$ cat config.mk
export PLATFORM = sky130hd
export DESIGN_NAME = rsc_strap_cfg
export DESIGN_NICKNAME = d
export VERILOG_FILES = /design/src/rsc_pkg.sv /design/src/rsc_strap_cfg.sv
export SDC_FILE = /design/constraint.sdc
export NUM_CORES = 1
export LEC_CHECK = 0
export BUFFER_PORTS_ARGS = -buffer_cell sky130_fd_sc_hd__buf_4
export CAP_MARGIN = 15
export CORE_MARGIN = 4
export CORE_UTILIZATION = 51
export CTS_BUF_LIST = sky130_fd_sc_hd__clkbuf_16
export CTS_CLUSTER_DIAMETER = 150
export CTS_CLUSTER_SIZE = 25
export DETAILED_ROUTE_END_ITERATION = 10
export PLACE_DENSITY_LB_ADDON = 0.3
export SYNTH_ARGS = -nofsm -noshare
export SYNTH_HDL_FRONTEND = slang
export SYNTH_SLANG_ARGS = --single-unit
$ cat constraint.sdc
create_clock -name ref_clk -period 5.55 [get_ports ref_clk]
set_clock_uncertainty 0.15 [all_clocks]
set_input_delay 0.555 -clock ref_clk [delete_from_list [all_inputs] [get_ports ref_clk]]
set_output_delay 0.555 -clock ref_clk [all_outputs]
set_load 0.05 [all_outputs]
$ cat src/rsc_pkg.sv
// Purpose: Constants, register map and state types for the strap capture and clock select block
// Assumes: One 125 MHz clock, classic Wishbone register access
// Notes:   Field positions and encodings live here so the logic holds no bare numbers
// Operation
// - Board holds straps steady through reset; device captures them at release.
// - Endian strap must read 1, little endian; 0 is reserved.
// - Boot straps: 00 emulation, 01 8-bit ROM on select one, 10 16-bit.
// - First variant: clock strap 0 bypass x1, 1 PLL x4 default.
// - Second variant: clock strap 1 square-wave source; 0 reserved, keep high.
// - Config bit 4 picks memory clock: 0 generator clock, 1 external pin.
// - First variant: full-rate clock output gated by its enable bit, default on.
// - Half-rate output drives generator half clock; second variant may use GPIO two.
// - Half-rate clock output gated by its enable bit, default on.
// - Second variant: third clock output rate set by oscillator divider one.
// - Second variant: software changes memory clock source through config after reset.
package rsc_pkg;

  // Register byte addresses
  localparam logic [31:0] DEVICE_CONFIG_ADDR  = 32'h019c0200;
  localparam logic [31:0] CLOCK_OUT_CTRL_ADDR = 32'h019c0204;
  localparam logic [31:0] OSC_DIVIDER_ADDR    = 32'h019c0208;
  localparam logic [31:0] STRAP_STATUS_ADDR   = 32'h019c020c;

  // Field positions
  localparam int MEM_CLOCK_SEL_BIT  = 4;
  localparam int FULL_EN_BIT        = 0;
  localparam int HALF_EN_BIT        = 1;
  localparam int HALF_GPIO_BIT      = 2;
  localparam int OSC_RATIO_LSB      = 0;
  localparam int OSC_RATIO_W        = 5;
  localparam int OSC_EN_BIT         = 15;
  localparam int ST_ENDIAN_BIT      = 0;
  localparam int ST_BOOT_LSB        = 1;
  localparam int ST_CLKSTRAP_BIT    = 3;
  localparam int ST_CAPTURED_BIT    = 4;
  localparam int ST_BOOT_RES_BIT    = 5;
  localparam int ST_ENDIAN_RES_BIT  = 6;
  localparam int ST_CLK_RES_BIT     = 7;
  localparam int ST_ACTIVE_SRC_BIT  = 8;

  // Strap encodings and reset values
  localparam logic [1:0] BOOT_EMULATION = 2'h0;
  localparam logic [1:0] BOOT_ROM8      = 2'h1;
  localparam logic [1:0] BOOT_ROM16     = 2'h2;
  localparam logic [1:0] BOOT_RESERVED  = 2'h3;
  localparam logic       ENDIAN_LITTLE  = 1'h1;
  localparam logic       CLK_STRAP_DEF  = 1'h1;
  localparam logic [4:0] OSC_RATIO_RST  = 5'h00;

  // Strap synchroniser depth before the first compare is valid
  localparam logic [1:0] SYNC_FILL = 2'h3;

  // Dead time between dropping one memory clock source and raising the other
  localparam int CLK_PERIOD_PS   = 8000;
  localparam int SWITCH_GAP_NS   = 40;
  localparam int SWITCH_GAP_CYC  = (SWITCH_GAP_NS * 1000 + CLK_PERIOD_PS - 1) / CLK_PERIOD_PS;

  typedef enum logic [1:0] {RSC_SW_IDLE, RSC_SW_GAP, RSC_SW_RAISE} rsc_sw_state_t;

  typedef struct packed {
    logic [3:0]    sync1;
    logic [3:0]    sync2;
    logic [3:0]    sync3;
    logic [1:0]    fill_cnt;
    logic          captured;
    logic          endian;
    logic [1:0]    boot;
    logic          clk_strap;
    logic          boot_res;
    logic          core_x4;
    logic          square_src;
    logic          mem_sel;
    logic          full_en;
    logic          half_en;
    logic          half_gpio;
    logic          osc_en;
    logic [4:0]    osc_ratio;
    rsc_sw_state_t sw_state;
    logic [7:0]    gap_cnt;
    logic          gen_en;
    logic          ext_en;
    logic          ack;
    logic [31:0]   rdata;
  } rsc_state_t;

endpackage

$ cat src/rsc_strap_cfg.sv
// Purpose: Captures boot straps at reset release and holds clock select and clock output controls
// Assumes: Straps are asynchronous pins; clock gating cells and muxes sit outside this block
// Notes:   Memory clock switch hands out two source enables, never both high together
//
// The implementer's own choice: register access over Wishbone.
`timescale 1ns/100ps
`default_nettype none
module rsc_strap_cfg #(
  parameter int VARIANT = 2
) (
  input  wire logic        ref_clk,
  input  wire logic        sys_rst,
  input  wire logic        clk_en,
  input  wire logic        wb_cyc_i,
  input  wire logic        wb_stb_i,
  input  wire logic        wb_we_i,
  input  wire logic [31:0] wb_adr_i,
  input  wire logic [3:0]  wb_sel_i,
  input  wire logic [31:0] wb_dat_i,
  output logic      [31:0] wb_dat_o,
  output logic             wb_ack_o,
  input  wire logic        endian_strap,
  input  wire logic [1:0]  boot_strap,
  input  wire logic        clock_source_strap,
  output logic             strap_captured,
  output logic             endian_field,
  output logic [1:0]       boot_mode,
  output logic             boot_reserved,
  output logic             core_clock_x4,
  output logic             clock_source_square,
  output logic             mem_src_gen_en,
  output logic             mem_src_ext_en,
  output logic             full_clock_out_enable,
  output logic             half_clock_out_enable,
  output logic             half_pin_gpio,
  output logic             osc_div_enable,
  output logic [4:0]       osc_div_ratio
);

  // Only the two variants are decoded; refuse anything else at elaboration
  if (VARIANT != 1 && VARIANT != 2) begin : g_bad_variant
    $error("VARIANT must be 1 or 2");
  end

  localparam logic          IS_V2   = (VARIANT == 2);
  localparam logic [7:0]    GAP_CYC = 8'(rsc_pkg::SWITCH_GAP_CYC);

  rsc_pkg::rsc_state_t st;
  rsc_pkg::rsc_state_t nx;

  logic        bus_req;
  logic        wr_strobe;
  logic [31:0] rd_word;

  // Bus decode; writes land at the edge where the master sees ack
  assign bus_req   = wb_cyc_i && wb_stb_i;
  assign wr_strobe = bus_req && wb_we_i && st.ack && wb_sel_i[0];

  // Read mux; reserved bits and unmapped addresses read zero
  always_comb begin
    rd_word = 32'h0000_0000;
    unique case (wb_adr_i)
      rsc_pkg::DEVICE_CONFIG_ADDR: begin
        rd_word[rsc_pkg::MEM_CLOCK_SEL_BIT] = st.mem_sel;
      end
      rsc_pkg::CLOCK_OUT_CTRL_ADDR: begin
        rd_word[rsc_pkg::FULL_EN_BIT]   = st.full_en;
        rd_word[rsc_pkg::HALF_EN_BIT]   = st.half_en;
        rd_word[rsc_pkg::HALF_GPIO_BIT] = st.half_gpio;
      end
      rsc_pkg::OSC_DIVIDER_ADDR: begin
        rd_word[rsc_pkg::OSC_RATIO_LSB +: rsc_pkg::OSC_RATIO_W] = st.osc_ratio;
        rd_word[rsc_pkg::OSC_EN_BIT]                           = st.osc_en;
      end
      rsc_pkg::STRAP_STATUS_ADDR: begin
        rd_word[rsc_pkg::ST_ENDIAN_BIT]         = st.endian;
        rd_word[rsc_pkg::ST_BOOT_LSB +: 2]      = st.boot;
        rd_word[rsc_pkg::ST_CLKSTRAP_BIT]       = st.clk_strap;
        rd_word[rsc_pkg::ST_CAPTURED_BIT]       = st.captured;
        rd_word[rsc_pkg::ST_BOOT_RES_BIT]       = st.boot_res;
        rd_word[rsc_pkg::ST_ENDIAN_RES_BIT]     = st.captured && (st.endian != rsc_pkg::ENDIAN_LITTLE);
        rd_word[rsc_pkg::ST_CLK_RES_BIT]        = IS_V2 && st.captured && !st.clk_strap;
        rd_word[rsc_pkg::ST_ACTIVE_SRC_BIT]     = st.ext_en;
      end
      default: begin
        rd_word = 32'h0000_0000;
      end
    endcase
  end

  // Next-state logic for the whole block
  always_comb begin
    nx = st;

    // Three-stage strap synchroniser; only stage two reads stage one
    nx.sync1 = {clock_source_strap, boot_strap, endian_strap};
    nx.sync2 = st.sync1;
    nx.sync3 = st.sync2;

    // Capture once after release, once the pipeline holds real pin levels
    if (!st.captured) begin
      if (st.fill_cnt != rsc_pkg::SYNC_FILL) begin
        nx.fill_cnt = st.fill_cnt + 2'h1;
      end else if (st.sync2 == st.sync3) begin
        nx.captured  = 1'b1;
        nx.endian    = st.sync3[0];
        nx.boot      = st.sync3[2:1];
        nx.clk_strap = st.sync3[3];
        nx.boot_res  = (st.sync3[2:1] == rsc_pkg::BOOT_RESERVED);
        nx.core_x4    = !IS_V2 && st.sync3[3];
        nx.square_src = IS_V2 && st.sync3[3];
      end
    end
    // Captured values are never touched again until reset

    // Single-cycle ack, dropped the cycle after it is given
    nx.ack   = bus_req && !st.ack;
    nx.rdata = (bus_req && !st.ack) ? rd_word : 32'h0000_0000;

    // Register writes; low byte lane only here, the oscillator enable in bit 15 is written below
    if (wr_strobe) begin
      unique case (wb_adr_i)
        rsc_pkg::DEVICE_CONFIG_ADDR: begin
          if (IS_V2) begin
            nx.mem_sel = wb_dat_i[rsc_pkg::MEM_CLOCK_SEL_BIT];
          end
        end
        rsc_pkg::CLOCK_OUT_CTRL_ADDR: begin
          nx.full_en   = wb_dat_i[rsc_pkg::FULL_EN_BIT];
          nx.half_en   = wb_dat_i[rsc_pkg::HALF_EN_BIT];
          nx.half_gpio = IS_V2 && wb_dat_i[rsc_pkg::HALF_GPIO_BIT];
        end
        rsc_pkg::OSC_DIVIDER_ADDR: begin
          nx.osc_ratio = wb_dat_i[rsc_pkg::OSC_RATIO_LSB +: rsc_pkg::OSC_RATIO_W];
        end
        default: begin
        end
      endcase
    end
    // Enable bit sits in the second byte lane
    if (bus_req && wb_we_i && st.ack && wb_sel_i[1] && (wb_adr_i == rsc_pkg::OSC_DIVIDER_ADDR)) begin
      nx.osc_en = IS_V2 && wb_dat_i[rsc_pkg::OSC_EN_BIT];
    end

    // Break before make: drop the old source, wait dead time, raise the new
    unique case (st.sw_state)
      rsc_pkg::RSC_SW_IDLE: begin
        if (st.mem_sel != st.ext_en) begin
          nx.gen_en   = 1'b0;
          nx.ext_en   = 1'b0;
          nx.gap_cnt  = GAP_CYC;
          nx.sw_state = rsc_pkg::RSC_SW_GAP;
        end
      end
      rsc_pkg::RSC_SW_GAP: begin
        if (st.gap_cnt == 8'h01) begin
          nx.sw_state = rsc_pkg::RSC_SW_RAISE;
        end
        nx.gap_cnt = st.gap_cnt - 8'h01;
      end
      rsc_pkg::RSC_SW_RAISE: begin
        // Selection sampled late so a second write during the gap still wins
        nx.gen_en   = !st.mem_sel;
        nx.ext_en   = st.mem_sel;
        nx.sw_state = rsc_pkg::RSC_SW_IDLE;
      end
    endcase
  end

  // Single state register; clock enable freezes everything
  always_ff @(posedge ref_clk or posedge sys_rst) begin
    if (sys_rst) begin
      st            <= '0;
      st.endian     <= rsc_pkg::ENDIAN_LITTLE;
      st.boot       <= rsc_pkg::BOOT_ROM8;
      st.clk_strap  <= rsc_pkg::CLK_STRAP_DEF;
      st.core_x4    <= !IS_V2;
      st.square_src <= IS_V2;
      st.full_en    <= 1'b1;
      st.half_en    <= 1'b1;
      st.osc_ratio  <= rsc_pkg::OSC_RATIO_RST;
      st.sw_state   <= rsc_pkg::RSC_SW_IDLE;
      st.gen_en     <= 1'b1;
    end else if (clk_en) begin
      st <= nx;
    end
  end

  // Outputs come straight from the state flops
  assign wb_dat_o              = st.rdata;
  assign wb_ack_o              = st.ack;
  assign strap_captured        = st.captured;
  assign endian_field          = st.endian;
  assign boot_mode             = st.boot;
  assign boot_reserved         = st.boot_res;
  assign core_clock_x4         = st.core_x4;
  assign clock_source_square   = st.square_src;
  assign mem_src_gen_en        = st.gen_en;
  assign mem_src_ext_en        = st.ext_en;
  assign full_clock_out_enable = st.full_en;        // Pin only exists on the first variant
  assign half_clock_out_enable = st.half_en;
  assign half_pin_gpio         = st.half_gpio;      // GPIO enable and direction live in the GPIO block
  assign osc_div_enable        = st.osc_en;
  assign osc_div_ratio         = st.osc_ratio;

  // Captured straps come from the synchroniser output at the capture edge
  property p_capture_value;
    @(posedge ref_clk) disable iff (sys_rst)
    $rose(st.captured) |-> (st.endian == $past(st.sync3[0])) && (st.boot == $past(st.sync3[2:1]));
  endproperty
  a_capture_value: assert property (p_capture_value) else $error("strap capture value wrong");

  // Once captured, straps never move regardless of pins
  property p_strap_hold;
    @(posedge ref_clk) disable iff (sys_rst)
    st.captured |=> st.captured && $stable(st.endian) && $stable(st.boot) && $stable(st.clk_strap);
  endproperty
  a_strap_hold: assert property (p_strap_hold) else $error("captured strap changed");

  // Reserved boot code flagged exactly when boot pins read 11
  property p_boot_reserved;
    @(posedge ref_clk) disable iff (sys_rst)
    st.captured |-> (st.boot_res == (st.boot == rsc_pkg::BOOT_RESERVED));
  endproperty
  a_boot_reserved: assert property (p_boot_reserved) else $error("boot reserved flag wrong");

  // Clock multiplier follows the clock strap on the first variant only
  property p_clock_mode;
    @(posedge ref_clk) disable iff (sys_rst)
    st.captured |-> (st.core_x4 == (!IS_V2 && st.clk_strap)) && (st.square_src == (IS_V2 && st.clk_strap));
  endproperty
  a_clock_mode: assert property (p_clock_mode) else $error("clock mode decode wrong");

  // Both memory clock sources never enabled together
  property p_no_overlap;
    @(posedge ref_clk) disable iff (sys_rst)
    !(st.gen_en && st.ext_en);
  endproperty
  a_no_overlap: assert property (p_no_overlap) else $error("memory clock sources overlap");

  // A dropped source leaves a dead gap before any source rises
  property p_dead_gap;
    @(posedge ref_clk) disable iff (sys_rst)
    ($fell(st.gen_en) || $fell(st.ext_en)) && clk_en |=> !st.gen_en && !st.ext_en;
  endproperty
  a_dead_gap: assert property (p_dead_gap) else $error("no dead time on clock switch");

  // A settled switch matches the software selection
  property p_sel_follow;
    @(posedge ref_clk) disable iff (sys_rst)
    (st.sw_state == rsc_pkg::RSC_SW_IDLE) && $stable(st.mem_sel) && (st.gen_en || st.ext_en) |-> (st.ext_en == st.mem_sel);
  endproperty
  a_sel_follow: assert property (p_sel_follow) else $error("memory clock source mismatch");

  // Half-rate enable takes the written bit
  property p_half_write;
    @(posedge ref_clk) disable iff (sys_rst)
    wr_strobe && clk_en && (wb_adr_i == rsc_pkg::CLOCK_OUT_CTRL_ADDR) |=> (st.half_en == $past(wb_dat_i[rsc_pkg::HALF_EN_BIT]));
  endproperty
  a_half_write: assert property (p_half_write) else $error("half clock enable not written");

  // First variant never changes the memory clock select
  property p_v1_config;
    @(posedge ref_clk) disable iff (sys_rst)
    !IS_V2 |-> !st.mem_sel;
  endproperty
  a_v1_config: assert property (p_v1_config) else $error("config written on first variant");

  // Ack lasts one cycle
  property p_ack_pulse;
    @(posedge ref_clk) disable iff (sys_rst)
    st.ack && clk_en |=> !st.ack;
  endproperty
  a_ack_pulse: assert property (p_ack_pulse) else $error("ack held too long");

  // A fresh request is answered on the very next edge
  property p_ack_answer;
    @(posedge ref_clk) disable iff (sys_rst)
    bus_req && !st.ack && clk_en |=> st.ack;
  endproperty
  a_ack_answer: assert property (p_ack_answer) else $error("request not answered");

  // Read data is zero whenever ack is low, so a stale word cannot leak
  property p_rdata_zero;
    @(posedge ref_clk) disable iff (sys_rst)
    !st.ack |-> (st.rdata == 32'h0000_0000);
  endproperty
  a_rdata_zero: assert property (p_rdata_zero) else $error("read data outside ack");

  // Synchroniser stages shift one place per enabled edge
  property p_sync_chain;
    @(posedge ref_clk) disable iff (sys_rst)
    clk_en |=> (st.sync2 == $past(st.sync1)) && (st.sync3 == $past(st.sync2));
  endproperty
  a_sync_chain: assert property (p_sync_chain) else $error("strap synchroniser broken");

  // Fill counter steps once per enabled edge until the pipeline is full
  property p_fill_count;
    @(posedge ref_clk) disable iff (sys_rst)
    !st.captured && (st.fill_cnt != rsc_pkg::SYNC_FILL) && clk_en |=> (st.fill_cnt == $past(st.fill_cnt) + 2'h1);
  endproperty
  a_fill_count: assert property (p_fill_count) else $error("fill counter stalled");

  // No capture before the pipeline is full and stages two and three agree
  property p_capture_wait;
    @(posedge ref_clk) disable iff (sys_rst)
    !st.captured && !(clk_en && (st.fill_cnt == rsc_pkg::SYNC_FILL) && (st.sync2 == st.sync3)) |=> !st.captured;
  endproperty
  a_capture_wait: assert property (p_capture_wait) else $error("strap captured too early");

  // Capture happens as soon as the settled levels agree
  property p_capture_when;
    @(posedge ref_clk) disable iff (sys_rst)
    !st.captured && clk_en && (st.fill_cnt == rsc_pkg::SYNC_FILL) && (st.sync2 == st.sync3) |=> st.captured;
  endproperty
  a_capture_when: assert property (p_capture_when) else $error("strap capture missed");

  // A new selection drops both sources and loads the dead time
  property p_switch_start;
    @(posedge ref_clk) disable iff (sys_rst)
    (st.sw_state == rsc_pkg::RSC_SW_IDLE) && (st.mem_sel != st.ext_en) && clk_en
      |=> !st.gen_en && !st.ext_en && (st.gap_cnt == GAP_CYC);
  endproperty
  a_switch_start: assert property (p_switch_start) else $error("clock switch did not start");

  // Both sources stay off for the whole gap
  property p_gap_hold;
    @(posedge ref_clk) disable iff (sys_rst)
    (st.sw_state == rsc_pkg::RSC_SW_GAP) |-> !st.gen_en && !st.ext_en;
  endproperty
  a_gap_hold: assert property (p_gap_hold) else $error("source on during gap");

  // The raise step enables exactly the selected source
  property p_raise;
    @(posedge ref_clk) disable iff (sys_rst)
    (st.sw_state == rsc_pkg::RSC_SW_RAISE) && clk_en
      |=> (st.ext_en == $past(st.mem_sel)) && (st.gen_en != $past(st.mem_sel));
  endproperty
  a_raise: assert property (p_raise) else $error("wrong memory clock source raised");

  // Full-rate enable takes the written bit
  property p_full_write;
    @(posedge ref_clk) disable iff (sys_rst)
    wr_strobe && clk_en && (wb_adr_i == rsc_pkg::CLOCK_OUT_CTRL_ADDR) |=> (st.full_en == $past(wb_dat_i[rsc_pkg::FULL_EN_BIT]));
  endproperty
  a_full_write: assert property (p_full_write) else $error("full clock enable not written");

endmodule
`default_nettype wire

==> impl.org <==
** Worst setup path
- CP bufs+invs :: 1
- Critical path's top delay family :: simple AND/OR/NAND/NOR gates
- Crit path required time :: ~5600 ps
- Type of destination of the critical path :: register
- The critical path starts at wb_adr_i[21].
- The worst register-to-register path begins at st[44].
- Worst path arrival time :: roughly 2200 ps
- Slowest stage cell, crit path :: sky130_fd_sc_hd__nor3_1
- The worst setup path is launched from a primary input.
- The largest single stage delay on the critical path is around 530 ps.
- The critical path goes through buf_4 -> nor4bb_1 -> nand4_1 -> nor3_1 -> mux2_2.
- Crit path kind :: primary input to register
- Crit-path max FO :: 5

** Route
- After detailed routing, the number of remaining DRC violations is 0.
- After detailed routing, the number of vias per cell comes to about 5.2.
- Routed length per placed instance :: 14.4 um
- Detailed-routing iteration count for the pre-antenna-repair pass :: 4
- The detailed router placed between 2000 and 2500 vias in this run.
- After detailed routing, the total wire length is approximately 6000 um.
- DR iter-0 viols :: 71
- In this run the remaining antenna-violating nets after routing total 0.

** Global route
- The first global-routing pass estimated between 9000 and 10000 um of wire.
- Combined global-route utilization of all metal layers :: between 15 and 20%
- The number of antenna violations at the first check in global routing is 0.
- Entering global routing, the biggest net connects between 50 and 60 pins.
- Number of global-route vias before repair :: 2052
- Global routing finished with a remaining overflow of 0.

** Final layout
- Ratio of cells with drive above 1 in the final layout :: 37.5%
- For this run, the post-layout net count is around 420.
- Post-layout utilization of the core :: between 60% and 70%
- Layout filler cell count :: around 450
- The repair_antennas step left the layout with diodes totalling 0.
- From synthesis to final layout, the design area changed by 19.9%.

** Synthesis
- Share of synthesized flip-flops with an asynchronous set or reset :: 100%
- Summed over all instances, the cell type with the most area after synthesis is sky130_fd_sc_hd__dfrtp_1.
- In the post-synthesis netlist, the biggest area contributors are sky130_fd_sc_hd__dfrtp_1 41%, sky130_fd_sc_hd__buf_4 10%, sky130_fd_sc_hd__mux2_2 10%.
- The netlist uses 46 different library cells.
- Dividing the synthesized area by the synthesized cell count gives approximately 11 um^2.
- Summing the sequential cell areas from Yosys gives between 40% and 50% of the chip area.
- The share of synthesized area in the top cell type comes to 41.1%.
- For this run, the number of Yosys warnings is 0.
- After technology mapping, the gate count stands at between 200 and 300.
- Count of state elements after synthesis :: 53
- The most used flip-flop cell after synthesis is sky130_fd_sc_hd__dfrtp_1.
- Mapped cell area :: 0.00286 mm^2
- Yosys mapped a number of flops with a built-in enable equal to 0.

** Clocking
- CTS built an H-tree with a depth of 2.
- Clock transition at the registers of the reported paths :: ~70 ps
- Total CTS buffers :: 5
- TritonCTS built the clock tree.
- Postcts setup bufs :: 0
- Clock Sink Count :: 53
- The longest clock path from root to sink contains 2 buffers.
- The number of gates resized after CTS was 0.
- Clock latency on the worst-skew pair, taken at its later pin, is ~290 ps.
- For this design, the CTS-stage hold fixing added 0 buffers.
- Buffer type at the clock tree root :: sky130_fd_sc_hd__clkbuf_16

** STA
- Total negative slack :: 0 ps
- The final max-slew violation count is 0.
- Unrepaired setup endpoints after global routing :: false
- Max Freq :: 463 MHz
- Setup violations remaining at the end of the flow were counted as 0.
- For the pin with the worst max-slew slack, the measured transition is approximately 650 ps.
- The total count of hold-check failures in the final report came to 0.
- Min cycle time layout :: roughly 2200 ps
- Headroom to the max-slew limit came out at between 50% and 60%.
- Crit share post-route :: roughly two fifths

** Floorplan
- The die is 82.9 um tall.
- Initial Util :: a little over half
- The floorplan has 27 rows.
- The die covers 0.00687 mm^2.
- In this run the standard cell core region covers between 0.005 and 0.006 mm^2.
- Chip width :: between 80 and 90 um
- Pin placement for this block handled 129 I/O pins.

** Placed design
- Number of I/O port buffers :: 77
- Detailed placement ended at an HPWL of about 4500 um.
- The congestion estimate from routability-driven global placement came to 0.818.

** Outcome
- Run status :: completed

** Pwr
- Total leakage power :: 1.63 nW
- VDD sags by at most 0.000260 V.
- The design draws roughly 1.0 mW.
- For this design the ratio of total power to cell area is slightly above 300 mW/mm^2.

** Job
- Max-cap violations in this run came to 0.

** Worst hold path
- In this run the worst hold path is classified as primary input to asynchronous set/reset pin.
through the flow:
| step | worst slack, ps | instance area [um^2] | hold WS [ps] | instances |
|---|---|---|---|---|
| floorplan | 3480 | 2940 | 298 | 294 |
| global placement | 3140 | 3290 | 311 | 397 |
| detailed placement | 3120 | 3290 | 316 | 397 |
| CTS | 3420 | 3430 | 323 | 405 |
| global route | 3230 | 3430 | 334 | 405 |
| finish | 3390 | 3430 | 284 | 405 |
registers in the layout, indices dropped and copies added (netlist names):
signal and cells:
strap_captured 1, osc_div_ratio 5, wb_ack_o 1, boot_mode 2, osc_div_enable 1, clock_source_square 1
endian_field 1, full_clock_out_enable 1, half_clock_out_enable 1, st 17, nx 8, boot_reserved 1
half_pin_gpio 1, mem_src_gen_en 1, mem_src_ext_en 1, wb_dat_o 10
cell usage after synthesis (all sizes together) (5+ instances only):
library cell   n
dfrtp         47
buf           41
mux2          26
inv           24
nand2         14
o21ai         12
o22ai         11
a21oi          9
nand4          7
or3            7
clkbuf         6
dfstp          6
ha             6
nor2           5
nor3           5
nor4           5
cells by family (layout without fill, tap and decap cells):
group                    Yosys count  after routing  synth area share, %
AO/OA/AOI/OAI                     45             45                 9.67
XOR/XNOR                           4              4                 1.23
adder cells (fa/ha/maj)            6              6                 2.62
buffers and inverters             71            110                 14.6
flip-flops                        53             53                 46.6
multiplexers                      29             29                 11.3
other                              1             23                0.131
AND/OR/NAND/NOR                   63             63                 13.8
worst min-delay path: stages:
cell	delay (ps)
sky130_fd_sc_hd__buf_4	110
sky130_fd_sc_hd__inv_2	30
sky130_fd_sc_hd__buf_4	510
where the power goes:
part / switching (mW) / internal [mW]
clock: 0.131 / 0.164
sequential: 0.0418 / 0.433
combinational: 0.171 / 0.108
total: 0.344 / 0.705
cell usage in the layout (no fill, tap or decap), types with 3 or more instances in the layout:
cell,count
sky130_fd_sc_hd__nor4_1,4
sky130_fd_sc_hd__o22ai_1,11
sky130_fd_sc_hd__nor2b_1,3
sky130_fd_sc_hd__clkbuf_16,5
sky130_fd_sc_hd__dfrtp_1,47
sky130_fd_sc_hd__a22oi_1,3
sky130_fd_sc_hd__nand2_1,14
sky130_fd_sc_hd__buf_4,78
sky130_fd_sc_hd__a21oi_1,9
sky130_fd_sc_hd__nor3_1,4
sky130_fd_sc_hd__xor2_1,3
sky130_fd_sc_hd__or3_1,3
sky130_fd_sc_hd__mux2i_1,3
sky130_fd_sc_hd__nor2_1,5
sky130_fd_sc_hd__inv_1,25
sky130_fd_sc_hd__o31ai_1,3
sky130_fd_sc_hd__conb_1,23
sky130_fd_sc_hd__ha_1,6
sky130_fd_sc_hd__dfstp_2,6
sky130_fd_sc_hd__nand3b_1,3
sky130_fd_sc_hd__nand4_1,7
sky130_fd_sc_hd__mux2_2,26
sky130_fd_sc_hd__o21ai_0,12
final cells by class:
| class | instances | area, um^2 | share of cell area [%] |
|---|---|---|---|
| Sequential cell | 53 | 1330 | 38.9 |
| Multi-Input combinational cell | 170 | 1190 | 34.7 |
| Clock buffer | 5 | 125 | 3.65 |
| Clock inverter | 3 | 15.0 | 0.438 |
| Inverter | 24 | 90.1 | 2.63 |
| Timing Repair Buffer | 78 | 586 | 17.1 |
| Tap cell | 72 | 90.1 | 2.63 |
metal layers:
| layer | global-route usage, % | part of all wire, % | vias to the layer above |
|---|---|---|---|
| met4 | 5.79 | 2.1 | 0 |
| met5 | 0 | 0 | - |
| met2 | 27.8 | 48 | 56 |
| li1 | - | - | 1027 |
| met1 | 22.2 | 45 | 1007 |
| met3 | 4.17 | 4.9 | 11 |
worst paths after layout:
| check | endpoint | slack (ps) | cells after the start |
|---|---|---|---|
| hold / removal | wb_dat_o[0] | 280 | 3 |
| hold reg to reg | st[63] | 330 | 1 |
| setup / recovery | half_pin_gpio | 3390 | 5 |
| max in group asynchronous | st[35] | 4530 | 3 |
| min in group ref_clk | st[63] | 330 | 1 |
| setup reg to reg | st[39] | 3430 | 6 |
Note: power is estimated with default switching activity, not from simulation.
